--- config.mk ---
export PLATFORM = sky130hd
export DESIGN_NAME = stmc_timer
export DESIGN_NICKNAME = d
export VERILOG_FILES = /design/src/hdl/stmc_pkg.sv /design/src/hdl/stmc_counter.sv /design/src/hdl/stmc_edge_detect.sv /design/src/hdl/stmc_timer.sv
export SDC_FILE = /design/constraint.sdc
export NUM_CORES = 1
export LEC_CHECK = 0
export BUFFER_PORTS_ARGS = -buffer_cell sky130_fd_sc_hd__buf_2
export CAP_MARGIN = 5
export CORE_MARGIN = 5
export CORE_UTILIZATION = 52
export CTS_BUF_LIST = sky130_fd_sc_hd__clkbuf_4 sky130_fd_sc_hd__clkbuf_8
export CTS_CLUSTER_SIZE = 30
export DETAILED_ROUTE_END_ITERATION = 8
export HOLD_SLACK_MARGIN = 0.03
export PLACE_DENSITY = 0.88
export SYNTH_ARGS = -nofsm -noshare
export SYNTH_HDL_FRONTEND = slang
export SYNTH_SLANG_ARGS = --single-unit
--- constraint.sdc ---
create_clock -name clk_sys -period 2.3 [get_ports clk_sys]
set_clock_uncertainty 0.15 [all_clocks]
set_input_delay 0.23 -clock clk_sys [delete_from_list [all_inputs] [get_ports clk_sys]]
set_output_delay 0.23 -clock clk_sys [all_outputs]
set_load 0.01 [all_outputs]
--- src/hdl/stmc_pkg.sv ---
// What this block does
// - Mode field: 00 compare output, 01 capture, 10 PWM/single pulse, 11 timer.
// - Timer/counter mode leaves the output pin undriven; level and invert ignored.
// - Compare mode on A match: 00 hold, 01 low, 10 high, 11 toggle.
// - PWM mode pin function: 00 inactive, 01 active, 10 PWM, 11 single pulse.
// - Capture mode: 00 rising, 01 falling, 10 both edges, 11 disabled.
// - A match requesting the current initial level causes no visible change.
// - Run enable rising edge returns the output to its initial level.
// - Initial level sets pre-match level, or PWM active polarity.
// - Single pulse: initial level is driven at run enable rising edge.
// - Invert bit inverts the pin signal, except in timer/counter and capture modes.
// - Swap bit 0: P is period, A duty; 1 swaps the roles.
// - Clear source 1 clears on A match; 0 on P match or overflow.
// - Outside capture mode, overflow clearing applies only when the period compare bits are zero.
// - Clear source is ignored in PWM, single pulse and capture modes.
// - Counter is read-only over two bytes, low 7..0, high 9..8, reset zero.
// - High byte bits 7..2 of counter and compare A read as zero.
// - Compare A is a 10-bit read/write pair, reset zero.
// - Low byte write goes to a buffer; high byte write commits both.
// - High byte read latches the low byte; low read returns the buffer.
// - Period bits compare with counter bits 9..7; code 000 means 1024.
// - Run enable rising clears the counter; falling keeps its value.
package stmc_pkg;
    localparam int CNT_W = 10;
    localparam int ADDR_W = 4;
    // Word-aligned byte addresses of the register file.
    localparam logic [3:0] OFS_CTRL0 = 4'h0;
    localparam logic [3:0] OFS_MODE = 4'h4;
    localparam logic [3:0] OFS_CNTL = 4'h8;
    localparam logic [3:0] OFS_CNTH = 4'hc;
    // Compare A pair sits in the next aligned block.
    localparam logic [3:0] OFS_CMPL_IDX = 4'h0;
    localparam logic [7:0] OFS_CMPAL = 8'h10;
    localparam logic [7:0] OFS_CMPAH = 8'h14;
    localparam logic [7:0] RESET_BYTE = 8'h00;
    localparam logic [7:0] UNMAPPED_READ = 8'h00;
    // Control 0 field positions.
    localparam int C0_RUN = 3;
    localparam int C0_RP_LO = 0;
    // Mode control field positions.
    localparam int C1_M_LO = 6;
    localparam int C1_IO_LO = 4;
    localparam int C1_OC = 3;
    localparam int C1_POL = 2;
    localparam int C1_DPX = 1;
    localparam int C1_CCLR = 0;
    localparam logic [1:0] MODE_CMP = 2'h0;
    localparam logic [1:0] MODE_CAP = 2'h1;
    localparam logic [1:0] MODE_PWM = 2'h2;
    localparam logic [1:0] MODE_TMR = 2'h3;
    localparam logic [1:0] IO_00 = 2'h0;
    localparam logic [1:0] IO_01 = 2'h1;
    localparam logic [1:0] IO_10 = 2'h2;
    localparam logic [1:0] IO_11 = 2'h3;
endpackage

--- src/hdl/stmc_counter.sv ---
`timescale 1ns/10ps
`default_nettype none
// Free-running up counter with a synchronous clear and hold.
module stmc_counter #(
    parameter int WIDTH = 10
) (
    input wire logic clk_sys,
    input wire logic sys_rst,
    input wire logic run,
    input wire logic clear,
    output logic [WIDTH-1:0] count
);
    logic [WIDTH-1:0] count_reg;

    // Clear takes priority so a start edge always begins from zero.
    always_ff @(posedge clk_sys) begin
        if (sys_rst || clear) begin
            count_reg <= '0;
        end else if (run) begin
            count_reg <= count_reg + 1'b1;
        end
    end

    assign count = count_reg;
endmodule
`default_nettype wire

--- src/hdl/stmc_edge_detect.sv ---
`timescale 1ns/10ps
`default_nettype none
// Registers a level and reports its rising and falling edges.
module stmc_edge_detect (
    input wire logic clk_sys,
    input wire logic sys_rst,
    input wire logic level,
    output logic rise,
    output logic fall
);
    logic prev_reg;

    // Previous sample of the level.
    always_ff @(posedge clk_sys) begin
        if (sys_rst) begin
            prev_reg <= 1'b0;
        end else begin
            prev_reg <= level;
        end
    end

    // Edges are combinational so the caller sees them in the same cycle.
    assign rise = level & ~prev_reg;
    assign fall = ~level & prev_reg;
endmodule
`default_nettype wire

--- src/hdl/stmc_timer.sv ---
`timescale 1ns/10ps
`default_nettype none
// Standard timer mode control with Avalon-MM byte registers.
module stmc_timer #(
    parameter int CNT_WIDTH = stmc_pkg::CNT_W
) (
    input wire logic clk_sys,
    input wire logic sys_rst,
    input wire logic [7:0] avs_address,
    input wire logic avs_read,
    input wire logic avs_write,
    input wire logic [31:0] avs_writedata,
    output logic [31:0] avs_readdata,
    output logic avs_waitrequest,
    input wire logic capture_input_pin,
    output logic timer_output_pin,
    output logic timer_output_pin_oe_n,
    output logic capture_event,
    output logic compare_a_match,
    output logic compare_p_match
);
    logic [7:0] ctrl0_reg;
    logic [7:0] mode_control_reg;
    logic [CNT_WIDTH-1:0] compare_a_reg;
    logic [7:0] wr_buf_reg;
    logic [7:0] rd_buf_reg;
    logic [CNT_WIDTH-1:0] capture_reg;
    logic wait_reg;
    logic [31:0] rdata_reg;
    logic pin_level_reg;
    logic pin_out_reg;
    logic pin_oe_n_reg;
    logic cap_prev_reg;
    logic cap_event_reg;
    logic match_a_reg;
    logic match_p_reg;
    logic pulse_active_reg;
    logic [CNT_WIDTH-1:0] count;
    logic runEnable;
    logic runRise;
    logic runFall;
    logic [1:0] modeSel;
    logic [1:0] pinFunc;
    logic initLevel;
    logic invertOut;
    logic [2:0] periodBits;
    logic matchA;
    logic matchP;
    logic overflow;
    logic counterClear;
    logic pwmActive;
    logic capRise;
    logic capFall;
    logic capHit;
    logic accWr;
    logic accRd;
    logic [7:0] wByte;

    assign runEnable = ctrl0_reg[stmc_pkg::C0_RUN];
    assign periodBits = ctrl0_reg[stmc_pkg::C0_RP_LO +: 3];
    assign modeSel = mode_control_reg[stmc_pkg::C1_M_LO +: 2];
    assign pinFunc = mode_control_reg[stmc_pkg::C1_IO_LO +: 2];
    assign initLevel = mode_control_reg[stmc_pkg::C1_OC];
    assign invertOut = mode_control_reg[stmc_pkg::C1_POL];
    assign wByte = avs_writedata[7:0];
    // Reads are looked up when the request is first seen, so their data stand in the
    // waitrequest-low cycle; writes land only at the edge that completes the transfer.
    assign accWr = avs_write & ~wait_reg;
    assign accRd = avs_read & wait_reg;

    // Period compare against the top three counter bits. The match fires on the last
    // count before the boundary, so a synchronous clear gives exactly 128 clocks per code.
    function automatic logic p_hit(input logic [2:0] rp, input logic [CNT_WIDTH-1:0] c);
        logic [CNT_WIDTH-1:0] nxt;
        nxt = c + 1'b1;
        p_hit = (rp != 3'h0) && (nxt[CNT_WIDTH-1 -: 3] == rp) && (nxt[6:0] == 7'h00);
    endfunction

    assign matchA = runEnable && (count == compare_a_reg) && (compare_a_reg != '0);
    assign matchP = runEnable && p_hit(periodBits, count);
    assign overflow = runEnable && (count == {CNT_WIDTH{1'b1}});

    // Clear source selection per mode.
    always_comb begin
        counterClear = runRise;
        if (modeSel == stmc_pkg::MODE_PWM) begin
            // Clear source bit ignored; swap bit picks the period register.
            if (mode_control_reg[stmc_pkg::C1_DPX]) begin
                counterClear = counterClear | matchA;
            end else begin
                counterClear = counterClear | matchP | (overflow && periodBits == 3'h0);
            end
        end else if (modeSel != stmc_pkg::MODE_CAP) begin
            if (mode_control_reg[stmc_pkg::C1_CCLR]) begin
                counterClear = counterClear | matchA;
            end else begin
                counterClear = counterClear | matchP;
                if (periodBits == 3'h0) begin
                    counterClear = counterClear | overflow;
                end
            end
        end else begin
            counterClear = counterClear | overflow;
        end
    end

    // PWM active window: duty from the non-period register.
    always_comb begin
        if (mode_control_reg[stmc_pkg::C1_DPX]) begin
            pwmActive = (count < {periodBits, 7'h00})
                || periodBits == 3'h0;
        end else begin
            pwmActive = count < compare_a_reg;
        end
    end

    stmc_edge_detect u_run_edge (
        .clk_sys(clk_sys),
        .sys_rst(sys_rst),
        .level(runEnable),
        .rise(runRise),
        .fall(runFall)
    );

    stmc_counter #(.WIDTH(CNT_WIDTH)) u_counter (
        .clk_sys(clk_sys),
        .sys_rst(sys_rst),
        .run(runEnable),
        .clear(counterClear),
        .count(count)
    );

    // Capture edge detection on the pin.
    always_ff @(posedge clk_sys) begin
        if (sys_rst) begin
            cap_prev_reg <= 1'b0;
        end else begin
            cap_prev_reg <= capture_input_pin;
        end
    end
    assign capRise = capture_input_pin & ~cap_prev_reg;
    assign capFall = ~capture_input_pin & cap_prev_reg;
    always_comb begin
        case (pinFunc)
            stmc_pkg::IO_00: capHit = capRise;
            stmc_pkg::IO_01: capHit = capFall;
            stmc_pkg::IO_10: capHit = capRise | capFall;
            default: capHit = 1'b0;
        endcase
    end

    // Captured counter value feeds the compare-A pair in capture mode.
    always_ff @(posedge clk_sys) begin
        if (sys_rst) begin
            capture_reg <= '0;
            cap_event_reg <= 1'b0;
        end else begin
            cap_event_reg <= runEnable && modeSel == stmc_pkg::MODE_CAP && capHit;
            if (runEnable && modeSel == stmc_pkg::MODE_CAP && capHit) begin
                capture_reg <= count;
            end
        end
    end

    // Match event outputs, registered.
    always_ff @(posedge clk_sys) begin
        if (sys_rst) begin
            match_a_reg <= 1'b0;
            match_p_reg <= 1'b0;
        end else begin
            match_a_reg <= matchA;
            match_p_reg <= matchP && !(modeSel != stmc_pkg::MODE_PWM
                && mode_control_reg[stmc_pkg::C1_CCLR]);
        end
    end

    // Compare-match pin level; reset to the initial level on start.
    always_ff @(posedge clk_sys) begin
        if (sys_rst) begin
            pin_level_reg <= 1'b0;
        end else if (runRise) begin
            pin_level_reg <= initLevel;
        end else if (modeSel == stmc_pkg::MODE_CMP && matchA) begin
            case (pinFunc)
                stmc_pkg::IO_01: pin_level_reg <= 1'b0;
                stmc_pkg::IO_10: pin_level_reg <= 1'b1;
                stmc_pkg::IO_11: pin_level_reg <= ~pin_level_reg;
                default: pin_level_reg <= pin_level_reg;
            endcase
        end else if (!runEnable && runFall == 1'b0 && modeSel != stmc_pkg::MODE_CMP) begin
            pin_level_reg <= initLevel;
        end
    end

    // Single pulse: leading edge at start, trailing at A match or stop.
    always_ff @(posedge clk_sys) begin
        if (sys_rst) begin
            pulse_active_reg <= 1'b0;
        end else if (runRise) begin
            pulse_active_reg <= 1'b1;
        end else if (matchA || !runEnable) begin
            pulse_active_reg <= 1'b0;
        end
    end

    // Pin driver; the pin is released in timer/counter and capture modes.
    always_ff @(posedge clk_sys) begin
        if (sys_rst) begin
            pin_out_reg <= 1'b0;
            pin_oe_n_reg <= 1'b1;
        end else begin
            pin_oe_n_reg <= 1'b0;
            case (modeSel)
                stmc_pkg::MODE_CMP: begin
                    pin_out_reg <= pin_level_reg ^ invertOut;
                end
                stmc_pkg::MODE_PWM: begin
                    case (pinFunc)
                        stmc_pkg::IO_00: pin_out_reg <= ~initLevel ^ invertOut;
                        stmc_pkg::IO_01: pin_out_reg <= initLevel ^ invertOut;
                        stmc_pkg::IO_10: begin
                            pin_out_reg <= (pwmActive ? initLevel : ~initLevel)
                                ^ invertOut;
                        end
                        default: begin
                            pin_out_reg <= ((pulse_active_reg || runRise) ? initLevel
                                : ~initLevel) ^ invertOut;
                        end
                    endcase
                end
                default: begin
                    pin_out_reg <= 1'b0;
                    pin_oe_n_reg <= 1'b1;
                end
            endcase
        end
    end

    // Register writes; one-cycle accepted access.
    always_ff @(posedge clk_sys) begin
        if (sys_rst) begin
            ctrl0_reg <= stmc_pkg::RESET_BYTE;
            mode_control_reg <= stmc_pkg::RESET_BYTE;
            compare_a_reg <= '0;
            wr_buf_reg <= stmc_pkg::RESET_BYTE;
        end else if (accWr) begin
            if (avs_address == {4'h0, stmc_pkg::OFS_CTRL0}) begin
                ctrl0_reg <= wByte;
            end else if (avs_address == {4'h0, stmc_pkg::OFS_MODE}) begin
                mode_control_reg <= wByte;
            end else if (avs_address == stmc_pkg::OFS_CMPAL) begin
                wr_buf_reg <= wByte;
            end else if (avs_address == stmc_pkg::OFS_CMPAH) begin
                compare_a_reg <= {wByte[1:0], wr_buf_reg};
            end
        end
    end

    // Register reads and the high-then-low read buffer.
    always_ff @(posedge clk_sys) begin
        if (sys_rst) begin
            rdata_reg <= '0;
            rd_buf_reg <= stmc_pkg::RESET_BYTE;
        end else if (accRd) begin
            rdata_reg <= {24'h000000, stmc_pkg::UNMAPPED_READ};
            if (avs_address == {4'h0, stmc_pkg::OFS_CTRL0}) begin
                rdata_reg[7:0] <= ctrl0_reg;
            end else if (avs_address == {4'h0, stmc_pkg::OFS_MODE}) begin
                rdata_reg[7:0] <= mode_control_reg;
            end else if (avs_address == {4'h0, stmc_pkg::OFS_CNTH}) begin
                rdata_reg[7:0] <= {6'h00, count[9:8]};
                rd_buf_reg <= count[7:0];
            end else if (avs_address == {4'h0, stmc_pkg::OFS_CNTL}) begin
                rdata_reg[7:0] <= rd_buf_reg;
            end else if (avs_address == stmc_pkg::OFS_CMPAH) begin
                rdata_reg[7:0] <= {6'h00, (modeSel == stmc_pkg::MODE_CAP ?
                    capture_reg[9:8] : compare_a_reg[9:8])};
                rd_buf_reg <= modeSel == stmc_pkg::MODE_CAP ?
                    capture_reg[7:0] : compare_a_reg[7:0];
            end else if (avs_address == stmc_pkg::OFS_CMPAL) begin
                rdata_reg[7:0] <= rd_buf_reg;
            end
        end
    end

    // Waitrequest drops for exactly one cycle after a request is seen.
    // It is kept as its own flop so the bus sees it straight from a register.
    always_ff @(posedge clk_sys) begin
        if (sys_rst) begin
            wait_reg <= 1'b1;
        end else begin
            wait_reg <= ~((avs_read | avs_write) & wait_reg);
        end
    end

    assign avs_waitrequest = wait_reg;
    assign avs_readdata = rdata_reg;
    assign timer_output_pin = pin_out_reg;
    assign timer_output_pin_oe_n = pin_oe_n_reg;
    assign capture_event = cap_event_reg;
    assign compare_a_match = match_a_reg;
    assign compare_p_match = match_p_reg;
endmodule
`default_nettype wire

== Word-level counts from Yosys, hierarchy flattened ==
Cells that the tools add are included.
Word-level totals
  logic and storage cells: 136
  register bits: 80
  input port bits: 45
  output and inout port bits: 38
Operators by class
  $add $sub $neg: 1
  $lt $le $gt $ge: 2
  multiplexer cells: 29
  eq/ne operators: 17
  reduce and logical (&&, ||, !) cells: 38
  bitwise logic cells: 31
Operators by type and width (number)
  $mux 8: 10
  $lt 10x10->1: 2
  $eq 8x4->1 const B: 2
  $eq 8x5->1 const B: 2
  $logic_and 1x1->1: 14
  $mux 1: 14
  $not 1->1: 12
  $add 10x1->10 const B: 1
  $eq 10x10->1: 1
  $eq 10x10->1 const B: 1
  $reduce_and 5->1: 2
  $reduce_bool 10->1: 1
  $pmux 1 s3: 3
  $eq 8x3->1 const B: 1
  $logic_not 8->1: 1
  $and 1x1->1: 7
  $logic_not 7->1: 1
  $or 1x1->1: 7
  $eq 2x2->1 const B: 3
  $reduce_bool 2->1: 3
  $reduce_bool 3->1: 2
  $ne 5x2->1 const B: 1
  $xor 1x1->1: 5
  $eq 2x1->1 const B: 2
  13 further kinds: 20

== Logic depth before layout (Yosys ltp) ==
  depth after elaboration: 12
  depth in mapped cells: 9
  gate-level depth less buffers: 8

== By module ==
Synthesis repeated with hierarchy kept, for this count alone.
Unflattened totals
  cell total of the unflattened synthesis: 515
  area, all modules: 4345.4 um^2
By module, submodules not included
  stmc_timer: instances 1, cells an instance 463, seq. area each 1381.3 um^2, area each 3862.5 um^2
  stmc_counter: instances 1, cells an instance 48, seq. area each 200.2 um^2, area each 444.2 um^2
  stmc_edge_detect: instances 1, cells an instance 4, seq. area each 20.0 um^2, area each 38.8 um^2

== Least setup slack after synthesis ==
No wires, ideal clock.
  path type: flip-flop to flip-flop
  start point: register u_counter.count_reg[1], in the netlist u_counter.count[1]
  end point: register u_counter.count_reg[0], in the netlist u_counter.count[0]
  setup slack: -0.160 ns
  stages on the path, launching flop included: 9
  data required time: 2.008 ns
  arrival: 2.168 ns
  clock period less this slack: 2.460 ns
  buffers on the path: 1
  setup time: 0.142 ns
  path through: dfxtp_1 -> ha_1 -> clkbuf_1 -> nand2_1 -> nor4_1 -> o21ai_0 -> a21o_1 -> a211oi_2 -> nor3_1
Between the ends
  word-level cells in the longest chain between the ends: 12
  elaborated cells on any way between the ends: 23
  classes of those cells: add/sub (1); eq/ne (3); mux (5); bitwise (5); reduce/logical (9)
Ends and longest elaborated chain
  start: declaration: line stmc_counter.sv:13  | logic [WIDTH-1:0] count_reg;
  start signal: assignment: line stmc_counter.sv:20  | count_reg <= count_reg + 1'b1;
  $add 10x1->10: line stmc_timer.sv:75  | nxt = c + 1'b1;
  $eq 3x3->1: line stmc_timer.sv:76  | p_hit = (rp != 3'h0) && (nxt[CNT_WIDTH-1 -: 3] == rp) && (nxt[6:0] == 7'h00);
  $logic_and 1x1->1 (2 in series): line stmc_timer.sv:76
  $logic_and 1x1->1: line stmc_timer.sv:80  | assign matchP = runEnable && p_hit(periodBits, count);
  $or 1x1->1: line stmc_timer.sv:91, stmc_timer.sv:97
  $or 1x1->1: line stmc_timer.sv:99  | counterClear = counterClear | overflow;
  $mux 1: line stmc_timer.sv:98  | if (periodBits == 3'h0) begin
  $mux 1: line stmc_timer.sv:94  | if (mode_control_reg[stmc_pkg::C1_CCLR]) begin
  $mux 1: line stmc_timer.sv:93  | end else if (modeSel != stmc_pkg::MODE_CAP) begin
  $mux 1 *: line stmc_timer.sv:86  | if (modeSel == stmc_pkg::MODE_PWM) begin
  $logic_or 1x1->1 *: line stmc_counter.sv:17  | if (sys_rst || clear) begin
Mark *: on every way between the ends. The rest lies on a longest branch, timed or not.
A chain may end at the register's enable or synchronous reset.

== Final worst setup path ==
  start point: register compare_a_reg[8]
  end point: register u_counter.count_reg[0], in the netlist u_counter.count[0]
Between the ends
  word-level cells in the longest chain between the ends: 8
  elaborated cells on any way between the ends: 10
  classes of those cells: eq/ne (1); mux (4); bitwise (1); reduce/logical (4)
Ends and longest elaborated chain
  start: declaration: line stmc_timer.sv:24  | logic [CNT_WIDTH-1:0] compare_a_reg;
  start signal: assignment: line stmc_timer.sv:254  | compare_a_reg <= {wByte[1:0], wr_buf_reg};
  $eq 10x10->1: line stmc_timer.sv:79  | assign matchA = runEnable && (count == compare_a_reg) && (compare_a_reg != '0);
  $logic_and 1x1->1: line stmc_timer.sv:79
  $logic_and 1x1->1 *: line stmc_timer.sv:79
  $or 1x1->1 *: line stmc_timer.sv:89, stmc_timer.sv:95
  $mux 1: line stmc_timer.sv:94
  $mux 1: line stmc_timer.sv:93
  $mux 1 *: line stmc_timer.sv:86
  $logic_or 1x1->1 *: line stmc_counter.sv:17
Marks and branches as above.

==> results by group <==
Status
  – Status: complete, no violations

Clocking
  – Clock root buffer: clkbuf_8
  – Clock slew at reported path FFs: 0.10 ns
  – Max clock buf depth: 2
  – Num CTS Buffers: 9
  – CTS Sinks: 80
  – CTS tree: yes
  – H-Tree Depth: 3
  – Worst-Skew Late Latency: 0.37 ns

Worst setup path
  – Slowest cell on the critical path: or4_4
  – Type of the worst setup path: flip-flop to flip-flop
  – Worst Setup SP: compare_a_reg[8]$_SDFFE_PP0P_
  – Critical path data arrival time: 2.44 ns
  – Setup crit end kind: flip-flop
  – Worst EP required: 2.44 ns
  – CP cell instances: inv_1 > ha_1 > nand4_1 > nor3_1 > buf_4 > nand3_1 > a211oi_1 > or4_4 > nor3_2
  – Crit Reg-Reg Startpoint: compare_a_reg[8]$_SDFFE_PP0P_
  – Maximum fanout along the worst path: 10
  – CP startpoint kind: flip-flop
  – Critical Path Max Stage Delay: 0.61 ns

Power
  – Maximum vdd drop: 0.000373 V
  – NetSw: 0.724 mW
  – Pleak: 2.41 nW
  – Seq pwr share: 51.9%
  – P_int: 1.98 mW
  – Gate power share: 6.3%
  – Overall power: 2.71 mW
  – Power Density: 486 nW/um^2
  – Clk network pwr share: 41.8%
  – Switching fraction of total power: 26.8%

Finish
  – Filler Cell Count: 574
  – Sequential Area: 1620 um^2
  – Most common cell after layout, fill and taps aside: nor2_1
  – P&R area growth vs syn: 24.1%
  – Nets: 682
  – Share of layout cells above drive strength 1: 25.6%
  – Commonest cells after routing, fill and taps aside: nor2_1 (82), dfxtp_1 (69), buf_4 (58)
  – Inserted Diodes: 0
  – Final std cells w/o fill: 727
  – Area occupied by multi-input gates: 2740 um^2

Global routing
  – GRT Total Usage: 24.9%
  – Antenna violations before repair: 0
  – First-pass GRT wire length: 20500 um
  – Vias in the first global route: 4210
  – GR Overflow Total: 0
  – Largest net degree at the start of global routing: 63

Synth
  – Yosys warning count: 0
  – Top cell type's share of synthesized area: 35.7%
  – Synthesized flop and latch total: 80
  – Synth Area per Inst: 8.40 um^2
  – Netlist cell types: 56
  – Sequential area share after synthesis: 35.7%
  – Synthesized area: 4480 um^2
  – Synth area leaders: dfxtp_1 (36%), mux2i_1 (13%), nor2_1 (6.9%)
  – Top_reg_cell synth: dfxtp_1
  – EDFF count, synth: 0
  – Ys async rst share: 0%
  – Syn Inst Count: 534
  – Yosys top cell by area: dfxtp_1

Timing
  – RSZ-0062 raised after global routing: true
  – # setup viols final: 0
  – Slew HR: 57.0%
  – Final Hold Viols: 0
  – Slew of the pin with the lowest slew margin: 0.640 ns
  – Fmax: 435 MHz
  – Tmin final: 2.30 ns
  – Final Slew Violations: 0
  – Fin crit share: 99.9%
  – Setup_tns: 0 ns
  – Crit path setup slack, layout: 0.00255 ns

Detailed routing
  – # DRC: 0
  – Via count: 4381
  – Initial DRC count: 352
  – Final WL: 13200 um
  – Vias/cell: 6.03
  – DRT antenna net count: 0
  – DRT Pass-1 Iters: 6
  – Routed len/inst: 18.1 um

Job
  – Maxcap violations: 0

Floorplan
  – Full die area: 10600 um^2
  – Die Wd: 103 um
  – Core Box Area: 8300 um^2
  – Rows: 33
  – Vert. Die Dim: 103 um
  – IO Pins: 83
  – Starting Density: 54.0%

Placement
  – Placed Instances: 699
  – Routability cong.: 0.917
  – Setup WS pre-CTS: -0.148 ns
  – PortBufs: 34
  – Post-DP HPWL: 9160 um

Worst hold path
  – Hold Path Class: primary input to flip-flop
  – Critical hold path startpoint: sys_rst
==> area by class of cell <==
cell class,count,area share [%]
inverter,24,1.62
sequential,80,29.0
clock buffer,9,2.23
timing repair buffer,106,13.9
clock inverter,7,1.53
multi-input combinational,396,49.3
tap,105,2.36
==> power groups by stage <==
stage | combinational, mW | sequential (mW) | clock (mW)
6_report | 0.169 | 1.40 | 1.13
5_1_grt | 0.185 | 1.41 | 1.20
4_1_cts | 0.166 | 1.40 | 1.13
3_5_place_dp | 0.148 | 1.44 | 0
3_3_place_gp | 0.144 | 1.44 | 0
2_1_floorplan | 0.115 | 1.44 | 0
==> cells by family after synthesis <==
group / count (synthesis) / synth area share (%)
AO/OA/AOI/OAI: 85 / 12.5
XOR/XNOR: 14 / 2.74
adder cells (fa/ha/maj): 20 / 5.58
buffers and inverters: 81 / 9.01
flip-flops: 80 / 35.7
multiplexers: 56 / 12.5
other: 1 / 0.0836
AND/OR/NAND/NOR: 197 / 21.8
==> final timing paths <==
check                                         end  slack (ns)  cells after the start
setup / recovery  u_counter.count[0]$_SDFFE_PP0P_       0.003                      9
hold / removal    u_counter.count[9]$_SDFFE_PP0P_        0.15                      3
setup reg to reg  u_counter.count[0]$_SDFFE_PP0P_       0.003                      9
hold reg to reg       capture_reg[0]$_SDFFE_PP0P_        0.35                      2
==> per-stage QoR <==
stage / util (%) / hold WS, ns / area (um^2)
6_report: 67.1 / 0.155 / 5570
3_5_place_dp: 61.1 / 0.297 / 5070
3_3_place_gp: 61.1 / 0.288 / 5070
4_1_cts: 65.8 / 0.134 / 5460
2_1_floorplan: - / 0.196 / 4590
5_1_grt: 67.1 / 0.153 / 5570
==> timing repair <==
action | CTS | global route
hold buffers | 11 | 0
endpoints found under the hold margin | 22 | 0
setup buffers | 1 | 1
resized for setup | 21 | 24
endpoints found under the setup margin | 11 | 12
pin swaps | 5 | 5
==> synthesized netlist by cell type (2+ instances only) <==
library cell  instances
and4_1                3
or3_1                 4
buf_4                24
a211o_1               3
inv_1                24
nand4_1              10
nor2b_1               5
dfxtp_1              80
a31oi_1               5
nor3_1               30
buf_1                 5
nand2_1              18
a221o_1               2
o211ai_1              2
o21bai_1              2
nor4_1                8
a211oi_1              5
xor2_1                7
and2_1                2
ha_1                 20
a221oi_1              7
nor3b_1               2
mux2i_1              56
xnor2_1               7
clkbuf_1             25
buf_2                 2
nand3_1              12
nand2b_1              9
nand3b_1              2
a21o_1                4
nor2_1               82
a21oi_1              28
o21ai_0              16
==> critical path: cells and delay by family, from the launching register on <==
kind	cells	cell delay (ns)
simple gates	5	1.10
fa+ha+maj	1	0.31
compound gates	1	0.07
buf+inv	2	0.21
flops	1	0.37
==> layer usage <==
| layer | part of all wire [%] | wire, um | vias to the layer above | track usage (%) |
|---|---|---|---|---|
| li1 | - | - | 1987 | - |
| met1 | 38 | 5040 | 2040 | 30.2 |
| met2 | 46 | 6090 | 294 | 40.8 |
| met3 | 9.3 | 1230 | 60 | 4.67 |
| met4 | 6.2 | 820 | 0 | 15.5 |
| met5 | 0 | 0 | - | 0 |
Power figures use the tool's default switching activity.
